===== src/ssr_consts.svh =====
// constants for the supply supervisor core: timing counts, reset values
// assumes a 50 MHz system clock; analog comparator flags arrive as pins
// Summary of operation
// RULE_01: manual reset low asserts reset output
// RULE_02: supply below threshold asserts reset output
// RULE_03: hold reset one timeout after causes clear
// RULE_04: stuck watchdog input triggers timed reset pulse
// RULE_05: watchdog timer clears on reset or edge
// RULE_06: floating watchdog input never times out
// RULE_07: backup entered low supply, left above 1.01x
// RULE_08: battery path only in reset, battery higher
// RULE_09: backup indicator high during backup mode
// RULE_10: power-fail output follows comparator with hysteresis
// RULE_11: timeouts are clock-count parameters, cleared at reset
`ifndef SSR_CONSTS_SVH
`define SSR_CONSTS_SVH
`define SSR_CLK_HZ          50000000
`define SSR_RST_TIMEOUT_MS  145
`define SSR_WDOG_PERIOD_MS  1200
`define SSR_RST_CYCLES      ((`SSR_RST_TIMEOUT_MS * 64'd50000000 + 64'd999) / 64'd1000)
`define SSR_WDOG_CYCLES     ((`SSR_WDOG_PERIOD_MS * 64'd50000000) / 64'd1000)
`define SSR_CNT_W           27
`define SSR_RESET_N_INIT    1'b0
`define SSR_PFAIL_N_INIT    1'b1
`endif


===== src/ssr_top.sv =====
// digital core of the supply supervisor: reset generation, watchdog,
// supply path select, backup indicator and power-fail output
// assumes comparator flags and pins are asynchronous; watchdog float is
// reported by the pad as a separate valid flag
`timescale 1ns/1ns
`include "ssr_consts.svh"
package ssr_pkg;
   typedef enum logic [1:0] {ST_HOLD, ST_RUN, ST_PULSE} ssr_state_type;
   typedef struct packed {
      ssr_state_type          st;         // reset sequencer state
      logic [`SSR_CNT_W-1:0]  rst_cnt;    // reset timeout counter
      logic [`SSR_CNT_W-1:0]  wd_cnt;     // watchdog counter
      logic                   wdi_prev;   // last watchdog level
      logic                   backup;     // backup mode
      logic                   reset_n;    // reset output
      logic                   use_backup_battery_in;   // path select
      logic                   pfail_n;    // power-fail output
   } ssr_state_s_type;
endpackage

module ssr_top #(
   parameter int RST_CYCLES  = int'(`SSR_RST_CYCLES),  // reset timeout in clocks
   parameter int WDOG_CYCLES = int'(`SSR_WDOG_CYCLES)  // watchdog_period in clocks
) (
   input  wire logic clk_sys_i,          // 50 MHz core clock
   input  wire logic sys_rst_i,          // power-on reset, sync high
   input  wire logic manual_reset_n_i,   // manual reset pin, low active
   input  wire logic supply_low_i,       // supply below reset threshold
   input  wire logic backup_battery_in_above_i,       // battery above supply
   input  wire logic supply_above_101_i, // supply above 1.01x battery
   input  wire logic watchdog_toggle_in_i, // watchdog input level
   input  wire logic watchdog_driven_i,  // high while the input is driven
   input  wire logic power_fail_low_i,   // sense below power_fail_level
   input  wire logic power_fail_high_i,  // sense above level plus hysteresis
   output logic      reset_n_o,          // processor reset, low active
   output logic      use_backup_battery_in_o,         // high selects backup_battery_in path
   output logic      backup_active_o,    // backup mode indicator
   output logic      power_fail_n_o      // power-fail output, low active
);
   import ssr_pkg::*;

   initial begin
      if (RST_CYCLES < 1 || RST_CYCLES >= (1 << `SSR_CNT_W))
         $error("RST_CYCLES out of counter range");
      if (WDOG_CYCLES < 1 || WDOG_CYCLES >= (1 << `SSR_CNT_W))
         $error("WDOG_CYCLES out of counter range");
   end

   localparam logic [`SSR_CNT_W-1:0] RST_LAST = `SSR_CNT_W'(RST_CYCLES - 1);
   localparam logic [`SSR_CNT_W-1:0] WD_LAST  = `SSR_CNT_W'(WDOG_CYCLES - 1);

   logic [7:0] pins_s; // synchronised pin inputs
   logic mr_n_s, sup_low_s, backup_battery_in_hi_s, sup_hi_s, wdi_s, wd_drv_s, pf_lo_s, pf_hi_s;

   // every pin crosses two flops before use
   ssr_sync #(.WIDTH(8), .INIT(8'hc1)) u_sync (
      .clk_sys_i (clk_sys_i),
      .sys_rst_i (sys_rst_i),
      .d_i       ({manual_reset_n_i, supply_low_i, backup_battery_in_above_i, supply_above_101_i,
                   watchdog_toggle_in_i, watchdog_driven_i, power_fail_low_i,
                   power_fail_high_i}),
      .q_o       (pins_s)
   );
   assign {mr_n_s, sup_low_s, backup_battery_in_hi_s, sup_hi_s, wdi_s, wd_drv_s, pf_lo_s, pf_hi_s} = pins_s;

   ssr_state_s_type s_r, s_nxt;
   logic hold_cause; // a level cause that keeps reset low

   assign hold_cause = !mr_n_s || sup_low_s; // RULE_01 RULE_02

   // next-state logic for the whole block
   always_comb begin
      s_nxt = s_r;
      s_nxt.wdi_prev = wdi_s;
      case (s_r.st)
         ST_HOLD: begin
            // reset low; count the timeout only once every cause is gone
            s_nxt.reset_n = 1'b0;
            if (hold_cause) begin
               s_nxt.rst_cnt = '0;
            end else if (s_r.rst_cnt == RST_LAST) begin
               s_nxt.st      = ST_RUN; // RULE_03
               s_nxt.reset_n = 1'b1;
               s_nxt.rst_cnt = '0;
            end else begin
               s_nxt.rst_cnt = s_r.rst_cnt + 1'b1;
            end
         end
         ST_PULSE: begin
            // watchdog pulse lasts the reset timeout; a level cause extends it
            s_nxt.reset_n = 1'b0;
            if (hold_cause) begin
               s_nxt.st      = ST_HOLD;
               s_nxt.rst_cnt = '0;
            end else if (s_r.rst_cnt == RST_LAST) begin
               s_nxt.st      = ST_RUN; // RULE_04
               s_nxt.reset_n = 1'b1;
               s_nxt.rst_cnt = '0;
            end else begin
               s_nxt.rst_cnt = s_r.rst_cnt + 1'b1;
            end
         end
         ST_RUN: begin
            s_nxt.reset_n = 1'b1;
            if (hold_cause) begin
               s_nxt.st      = ST_HOLD;
               s_nxt.reset_n = 1'b0;
            end else if (wd_drv_s && s_r.wd_cnt == WD_LAST) begin
               s_nxt.st      = ST_PULSE; // RULE_04
               s_nxt.reset_n = 1'b0;
            end
         end
         default: begin
            s_nxt.st      = ST_HOLD;
            s_nxt.reset_n = 1'b0;
         end
      endcase

      // watchdog clears in reset, on either edge, or while undriven
      if (s_r.st != ST_RUN || !wd_drv_s || wdi_s != s_r.wdi_prev) begin
         s_nxt.wd_cnt = '0; // RULE_05 RULE_06
      end else if (s_r.wd_cnt != WD_LAST) begin
         s_nxt.wd_cnt = s_r.wd_cnt + 1'b1;
      end

      // backup mode: enter on low supply with battery higher
      if (sup_low_s && backup_battery_in_hi_s) begin
         s_nxt.backup = 1'b1; // RULE_07
      end else if (sup_hi_s) begin
         s_nxt.backup = 1'b0; // RULE_07
      end

      // battery path only while reset is held and battery is higher
      s_nxt.use_backup_battery_in = !s_nxt.reset_n && backup_battery_in_hi_s; // RULE_08

      // power-fail output with hysteresis: between thresholds it holds
      if (pf_lo_s) begin
         s_nxt.pfail_n = 1'b0; // RULE_10
      end else if (pf_hi_s) begin
         s_nxt.pfail_n = 1'b1; // RULE_10
      end
   end

   // single state register; all counters cleared at power-on reset
   always_ff @(posedge clk_sys_i) begin
      if (sys_rst_i) begin
         s_r.st       <= ST_HOLD;
         s_r.rst_cnt  <= '0; // RULE_11
         s_r.wd_cnt   <= '0; // RULE_11
         s_r.wdi_prev <= 1'b0;
         s_r.backup   <= 1'b0;
         s_r.reset_n  <= `SSR_RESET_N_INIT;
         s_r.use_backup_battery_in <= 1'b0;
         s_r.pfail_n  <= `SSR_PFAIL_N_INIT;
      end else begin
         s_r <= s_nxt;
      end
   end

   // outputs come straight from the state flops
   assign reset_n_o       = s_r.reset_n;
   assign use_backup_battery_in_o      = s_r.use_backup_battery_in;
   assign backup_active_o = s_r.backup; // RULE_09
   assign power_fail_n_o  = s_r.pfail_n;

   // assertions
   mr_low_reset_a: assert property (@(posedge clk_sys_i) disable iff (sys_rst_i) // RULE_01
      !mr_n_s |=> !reset_n_o)
      else $error("reset not asserted on manual reset");
   sup_low_reset_a: assert property (@(posedge clk_sys_i) disable iff (sys_rst_i) // RULE_02
      sup_low_s |=> !reset_n_o)
      else $error("reset not asserted on low supply");
   rel_timing_a: assert property (@(posedge clk_sys_i) disable iff (sys_rst_i) // RULE_03
      $rose(reset_n_o) |-> $past(s_r.rst_cnt) == RST_LAST)
      else $error("reset released before timeout");
   wd_pulse_a: assert property (@(posedge clk_sys_i) disable iff (sys_rst_i) // RULE_04
      (s_r.st == ST_RUN && !hold_cause && wd_drv_s && s_r.wd_cnt == WD_LAST)
      |=> s_r.st == ST_PULSE && !reset_n_o)
      else $error("watchdog timeout gave no reset pulse");
   wd_clear_a: assert property (@(posedge clk_sys_i) disable iff (sys_rst_i) // RULE_05
      (wdi_s != s_r.wdi_prev) |=> s_r.wd_cnt == '0)
      else $error("watchdog not cleared on edge");
   wd_float_a: assert property (@(posedge clk_sys_i) disable iff (sys_rst_i) // RULE_06
      !wd_drv_s |=> s_r.wd_cnt == '0 && s_r.st != ST_PULSE)
      else $error("undriven watchdog timed out");
   backup_enter_a: assert property (@(posedge clk_sys_i) disable iff (sys_rst_i) // RULE_07
      (sup_low_s && backup_battery_in_hi_s) |=> backup_active_o)
      else $error("backup mode not entered");
   path_sel_a: assert property (@(posedge clk_sys_i) disable iff (sys_rst_i) // RULE_08
      use_backup_battery_in_o |-> !reset_n_o)
      else $error("battery path selected outside reset");
   pfail_lo_a: assert property (@(posedge clk_sys_i) disable iff (sys_rst_i) // RULE_10
      pf_lo_s |=> !power_fail_n_o)
      else $error("power-fail output not low");

   // the checks below follow each state and counter step by step, so a broken
   // branch shows up on the first cycle where it misbehaves; they watch the
   // synchronised pins, because the raw pins are two cycles ahead of the logic
   // and any assertion on them would need the pipeline depth built in
   // counts are compared against the last value, never a bare number, so the
   // short simulation timeouts and the full ones use the same checks

   // a low manual reset always lands the sequencer in the hold state
   mr_hold_a: assert property (@(posedge clk_sys_i) disable iff (sys_rst_i) // RULE_01
      !mr_n_s |=> s_r.st == ST_HOLD)
      else $error("manual reset did not enter hold");

   // a low supply always lands the sequencer in the hold state
   sup_hold_a: assert property (@(posedge clk_sys_i) disable iff (sys_rst_i) // RULE_02
      sup_low_s |=> s_r.st == ST_HOLD)
      else $error("low supply did not enter hold");

   // while a cause stands the release count restarts from zero
   hold_clear_a: assert property (@(posedge clk_sys_i) disable iff (sys_rst_i) // RULE_03
      (s_r.st == ST_HOLD && hold_cause) |=> s_r.rst_cnt == '0)
      else $error("release count not restarted");

   // no release before the count has reached its last value
   hold_count_a: assert property (@(posedge clk_sys_i) disable iff (sys_rst_i) // RULE_03
      (s_r.st == ST_HOLD && !hold_cause && s_r.rst_cnt != RST_LAST) |=> !reset_n_o)
      else $error("reset released early from hold");

   // release follows as soon as the full timeout has run
   hold_release_a: assert property (@(posedge clk_sys_i) disable iff (sys_rst_i) // RULE_03
      (s_r.st == ST_HOLD && !hold_cause && s_r.rst_cnt == RST_LAST) |=> reset_n_o)
      else $error("reset not released after timeout");

   // the watchdog pulse is not cut short
   pulse_len_a: assert property (@(posedge clk_sys_i) disable iff (sys_rst_i) // RULE_04
      (s_r.st == ST_PULSE && !hold_cause && s_r.rst_cnt != RST_LAST) |=> !reset_n_o)
      else $error("watchdog pulse too short");

   // the watchdog pulse ends after the reset timeout
   pulse_end_a: assert property (@(posedge clk_sys_i) disable iff (sys_rst_i) // RULE_04
      (s_r.st == ST_PULSE && !hold_cause && s_r.rst_cnt == RST_LAST) |=> reset_n_o)
      else $error("watchdog pulse did not end");

   // a level cause during the pulse hands over to the hold state
   pulse_hold_a: assert property (@(posedge clk_sys_i) disable iff (sys_rst_i) // RULE_04
      (s_r.st == ST_PULSE && hold_cause) |=> s_r.st == ST_HOLD && !reset_n_o)
      else $error("pulse not extended by level cause");

   // a steady, driven line advances the watchdog by one each cycle
   wd_count_a: assert property (@(posedge clk_sys_i) disable iff (sys_rst_i) // RULE_04
      (s_r.st == ST_RUN && wd_drv_s && wdi_s == s_r.wdi_prev && s_r.wd_cnt != WD_LAST)
      |=> s_r.wd_cnt == `SSR_CNT_W'($past(s_r.wd_cnt) + 1'b1))
      else $error("watchdog count did not advance");

   // the watchdog stays cleared for as long as reset is asserted
   wd_rst_clear_a: assert property (@(posedge clk_sys_i) disable iff (sys_rst_i) // RULE_05
      (s_r.st != ST_RUN) |=> s_r.wd_cnt == '0)
      else $error("watchdog not cleared in reset");

   // an undriven line keeps a running system running
   float_run_a: assert property (@(posedge clk_sys_i) disable iff (sys_rst_i) // RULE_06
      (s_r.st == ST_RUN && !hold_cause && !wd_drv_s) |=> s_r.st == ST_RUN)
      else $error("undriven watchdog left run state");

   // backup ends once the supply is back above the battery margin
   backup_exit_a: assert property (@(posedge clk_sys_i) disable iff (sys_rst_i) // RULE_07
      (sup_hi_s && !(sup_low_s && backup_battery_in_hi_s)) |=> !backup_active_o)
      else $error("backup mode not left");

   // between the two conditions backup mode keeps its value
   backup_hold_a: assert property (@(posedge clk_sys_i) disable iff (sys_rst_i) // RULE_07
      (!sup_hi_s && !(sup_low_s && backup_battery_in_hi_s)) |=> $stable(backup_active_o))
      else $error("backup mode changed without cause");

   // a battery below the supply never feeds the output path
   path_main_a: assert property (@(posedge clk_sys_i) disable iff (sys_rst_i) // RULE_08
      !backup_battery_in_hi_s |=> !use_backup_battery_in_o)
      else $error("battery path with battery lower");

   // reset held with the battery higher selects the battery path
   path_backup_battery_in_a: assert property (@(posedge clk_sys_i) disable iff (sys_rst_i) // RULE_08
      (hold_cause && backup_battery_in_hi_s) |=> use_backup_battery_in_o)
      else $error("battery path not selected");

   // the indicator only rises on entry into backup
   backup_rise_a: assert property (@(posedge clk_sys_i) disable iff (sys_rst_i) // RULE_09
      $rose(backup_active_o) |-> $past(sup_low_s && backup_battery_in_hi_s))
      else $error("backup indicator rose without cause");

   // the indicator only falls on leaving backup
   backup_fall_a: assert property (@(posedge clk_sys_i) disable iff (sys_rst_i) // RULE_09
      $fell(backup_active_o) |-> $past(sup_hi_s))
      else $error("backup indicator fell without cause");

   // above level plus hysteresis the power-fail output goes high
   pfail_hi_a: assert property (@(posedge clk_sys_i) disable iff (sys_rst_i) // RULE_10
      (pf_hi_s && !pf_lo_s) |=> power_fail_n_o)
      else $error("power-fail output not high");

   // between the thresholds the power-fail output holds
   pfail_hold_a: assert property (@(posedge clk_sys_i) disable iff (sys_rst_i) // RULE_10
      (!pf_hi_s && !pf_lo_s) |=> $stable(power_fail_n_o))
      else $error("power-fail output changed in band");

   // power-on reset clears both counters and asserts reset
   por_clear_a: assert property (@(posedge clk_sys_i) // RULE_11
      sys_rst_i |=> s_r.rst_cnt == '0 && s_r.wd_cnt == '0 && !reset_n_o)
      else $error("counters not cleared by power-on reset");

   // neither counter ever passes its last value
   cnt_range_a: assert property (@(posedge clk_sys_i) disable iff (sys_rst_i) // RULE_11
      s_r.wd_cnt <= WD_LAST && s_r.rst_cnt <= RST_LAST)
      else $error("counter out of range");
endmodule


===== src/ssr_sync.sv =====
// two-flop synchroniser bank for pin inputs
// assumes one system clock; reset value is a constant
`timescale 1ns/1ns
module ssr_sync #(
   parameter int WIDTH = 1,
   parameter logic [WIDTH-1:0] INIT = '0
) (
   input  wire logic             clk_sys_i,
   input  wire logic             sys_rst_i,
   input  wire logic [WIDTH-1:0] d_i,
   output logic      [WIDTH-1:0] q_o
);
   logic [WIDTH-1:0] meta_r; // first stage, read only by q_o

   // per-bit two-stage chain
   genvar gi;
   for (gi = 0; gi < WIDTH; gi++) begin : g_bit
      always_ff @(posedge clk_sys_i) begin
         if (sys_rst_i) begin
            meta_r[gi] <= INIT[gi];
            q_o[gi]    <= INIT[gi];
         end else begin
            meta_r[gi] <= d_i[gi];
            q_o[gi]    <= meta_r[gi];
         end
      end
   end
endmodule


===== config.mk =====
export PLATFORM = sky130hd
export DESIGN_NAME = ssr_top
export DESIGN_NICKNAME = d
export VERILOG_FILES = /design/src/ssr_top.sv /design/src/ssr_sync.sv
export VERILOG_INCLUDE_DIRS = /design/src
export SDC_FILE = /design/constraint.sdc
export NUM_CORES = 1
export LEC_CHECK = 0
export ABC_AREA = 1
export BUFFER_PORTS_ARGS = -buffer_cell sky130_fd_sc_hd__buf_2
export CAP_MARGIN = 20
export CORE_MARGIN = 10
export CORE_UTILIZATION = 36
export DETAILED_ROUTE_END_ITERATION = 10
export SYNTH_ARGS = -nofsm -noshare
export SYNTH_HDL_FRONTEND = slang
export SYNTH_SLANG_ARGS = --single-unit

===== constraint.sdc =====
create_clock -name clk_sys_i -period 3.05 [get_ports clk_sys_i]
set_clock_uncertainty 0.2 [all_clocks]
set_input_delay 0.4575 -clock clk_sys_i [delete_from_list [all_inputs] [get_ports clk_sys_i]]
set_output_delay 0.4575 -clock clk_sys_i [all_outputs]
set_load 0.02 [all_outputs]

==> run metrics <==
Synth top area share=slightly above 40%; total power=about 1.8 mW; Rows=37; CP bufs+invs=1; CTS clk-pin slew, worst paths=0.09 ns; Rel. slew slack=68.4%; critical path's largest stage delay=0.38 ns; Critical Path Slowest Stage Cell=dfxtp_1; fmax=521 MHz; DRC Markers=0; setup bufs post-CTS=0; Worst Setup EP=s_r[39]; setup total negative slack=0 ns; gr usage total=11.6%; max_cap viols=0; Placer Congestion=~0.9; core area=10,300 um^2; sequence of cells on the critical path=ha_1 -> nand3_1 -> clkinv_1 -> nand2_1 -> nor2_2 -> nand2_2 -> nand2_2 -> nand2_4 -> nand2_4 -> nor3_1; mean post-synth cell area=6.71 um^2; die height=122 um; most area-consuming cells after synthesis=dfxtp_1 41%, nand2_1 12%, nor2_1 10%, inv_1 8.2%, nand3_1 4.4%; critical setup path kind=flop to flop; unrepaired setup endpoints after global routing=no; vias per cell=4.60; Ant. Diodes=0; share of cells above drive strength 1=10.6%; Critical R2R Capture=s_r[39]; worst slew pin tran=approximately 0.47 ns; layout net count=594; R2R cell count=10; vias in the first global route=between 3,000 and 4,000; asr flop ratio synth=0%; dpl hpwl=6250 um; CTS sink count=77; Arr. time, crit path=1.97 ns; worst flop-to-flop path startpoint=s_r[32]; Port Buffers=13; 1st-pass router iterations=4; CP Max Fanout=17; syn nets=575; synth cell count leaders=123 x nand2_1, 101 x nor2_1, 83 x inv_1; total gr overflow=0; Startpoint Class=flop; CP delay by family, top=simple AND/OR/NAND/NOR gates; worst endpoint required time=3.10 ns; max-slew violations=0; Pwr Density=432 nW/um^2; Lkg Pwr=1.50 nW; HP Class=primary input to flop; Iteration-0 DRC Markers=179; wire length of the first global-routing pass=14,300 um; Critical Path Source=s_r[32]; top_reg_cell synth=dfxtp_1; maximum number of pins on one net before global-route repair=24; CTS root buf=clkbuf_8; clock tree buffer depth=2; status=completed; Synth cell types=34; Final period util=62.9%; Design Area, Final=4180 um^2; Ys Warns=0; cts repair resizes=0; worst vdd ir=roughly 270 uV; Final Non-Filler Cells=723; Hold Fails Final Rpt=0; Die ar.=15,000 um^2; via count=3,324; Inserted Clock Buffers=9; CP Depth=10; total wire length=8210 um; CTS Hold Bufs=0; wire per inst=about 11 um; H-tree Lvls=3; nature of the critical path endpoint=flop; Mapped Cells=563; Final ANT Viol Nets=0; r2r setup slk=1.13 ns; Synth Cell Area=approximately 3800 um^2; Initial Util=36.8%; Seq/Total Area, Yosys=40.8%; count of state elements after synthesis=77; Layout area overhead=10.5%; Tmin final=1.92 ns; placed cells=707; final setup vio count=0; clk_lat worst skew=0.37 ns; io pins=14; cell taking the most area after synthesis=dfxtp_1; EDFF count, synth=0; TritonCTS clock tree=done; Post-DP Area=approximately 4000 um^2; initial antenna violation count=0; Die Span X=about 120 um; count leader, synth=nand2_1
[stage by stage]
step / worst slack [ns] / hold slack, ns / utilization [%]
after global placement: 1.06 / 0.190 / 38.8
after global routing: 0.897 / 0.0598 / 40.7
after detailed placement: 1.02 / 0.192 / 38.8
after CTS: 1.12 / 0.0559 / 40.7
after floorplan: 1.36 / 0.188 / -
final: 1.13 / 0.0700 / 40.7
[how the worst min path moves through the flow]
stage	from	end	slack, ns	cells after the start
CTS	supply_low_i	u_sync.meta_r[6]	0.06	2
global route	supply_low_i	u_sync.meta_r[6]	0.06	2
floorplan	u_sync.meta_r[1]	u_sync.q_o[1]	0.19	2
detailed placement	u_sync.meta_r[3]	u_sync.q_o[3]	0.19	2
global placement	u_sync.meta_r[3]	u_sync.q_o[3]	0.19	2
finish	supply_low_i	u_sync.meta_r[6]	0.07	2
[final cells by class]
cell class,count,area (um^2)
clock buffers,9,124
repair buffers,15,80.1
flip-flops and latches,77,1540
inverters,88,330
multi-input cells,391,1870
well taps,136,170
fillers,1084,6100
clock inverters,7,63.8
[cell usage in the layout (no fill, tap or decap), types with 2 or more instances in the layout]
cell type / n
inv_8: 2
nand2_1: 123
clkbuf_8: 9
nand2_2: 3
inv_6: 3
nor3_2: 3
dfxtp_1: 77
nand2_4: 2
xor2_1: 8
buf_2: 13
a21oi_1: 26
xnor2_1: 9
nor2_1: 101
nor3_1: 25
nand3b_1: 2
or2_2: 6
ha_1: 2
nor2_2: 9
nand4_1: 12
nor4_1: 3
inv_2: 4
or2_0: 2
nor2_4: 2
a31oi_1: 2
clkinvlp_4: 2
o21ai_0: 11
inv_1: 83
nand3_1: 33
buf_4: 2
o21bai_1: 2
[report_power, final]
part,internal (mW),total [mW],switching [mW]
clock,0.315,0.748,0.433
sequential,1.02,1.02,0.00368
combinational,0.0143,0.0374,0.0231
[kinds of logic (layout without fill, tap and decap cells)]
family                   Yosys count  count (layout)  synth area share, %
AND/OR/NAND/NOR                  328             328                 38.5
flip-flops                        77              77                 40.8
adder cells (fa/ha/maj)            2               2                0.662
AO/OA/AOI/OAI                     44              44                 6.29
buffers and inverters             95             119                 9.80
XOR/XNOR                          17              17                 3.94
[state kept, by name, indices dropped and copies added, names as in the netlist]
register,flops
u_sync.q_o,8
u_sync.meta_r,8
use_backup_battery_in_o,1
backup_active_o,1
s_r,57
power_fail_n_o,1
reset_n_o,1
[worst reg2reg max path: stages, from the launching register on]
cell and delay, ns:
dfxtp_1 0.38, ha_1 0.20, nand3_1 0.14, clkinv_1 0.09, nand2_1 0.07, nor2_2 0.15
nand2_2 0.10, nand2_2 0.10, nand2_4 0.09, nand2_4 0.21, nor3_1 0.07
[per-layer routing]
layer / part of all wire, % / global-route usage, %
met1: 50 / 15.5
met3: 3.7 / 2.48
met2: 44 / 17.4
met5: 0 / 0
met4: 2.2 / 5.74
Note: power is estimated with default switching activity, not from simulation.
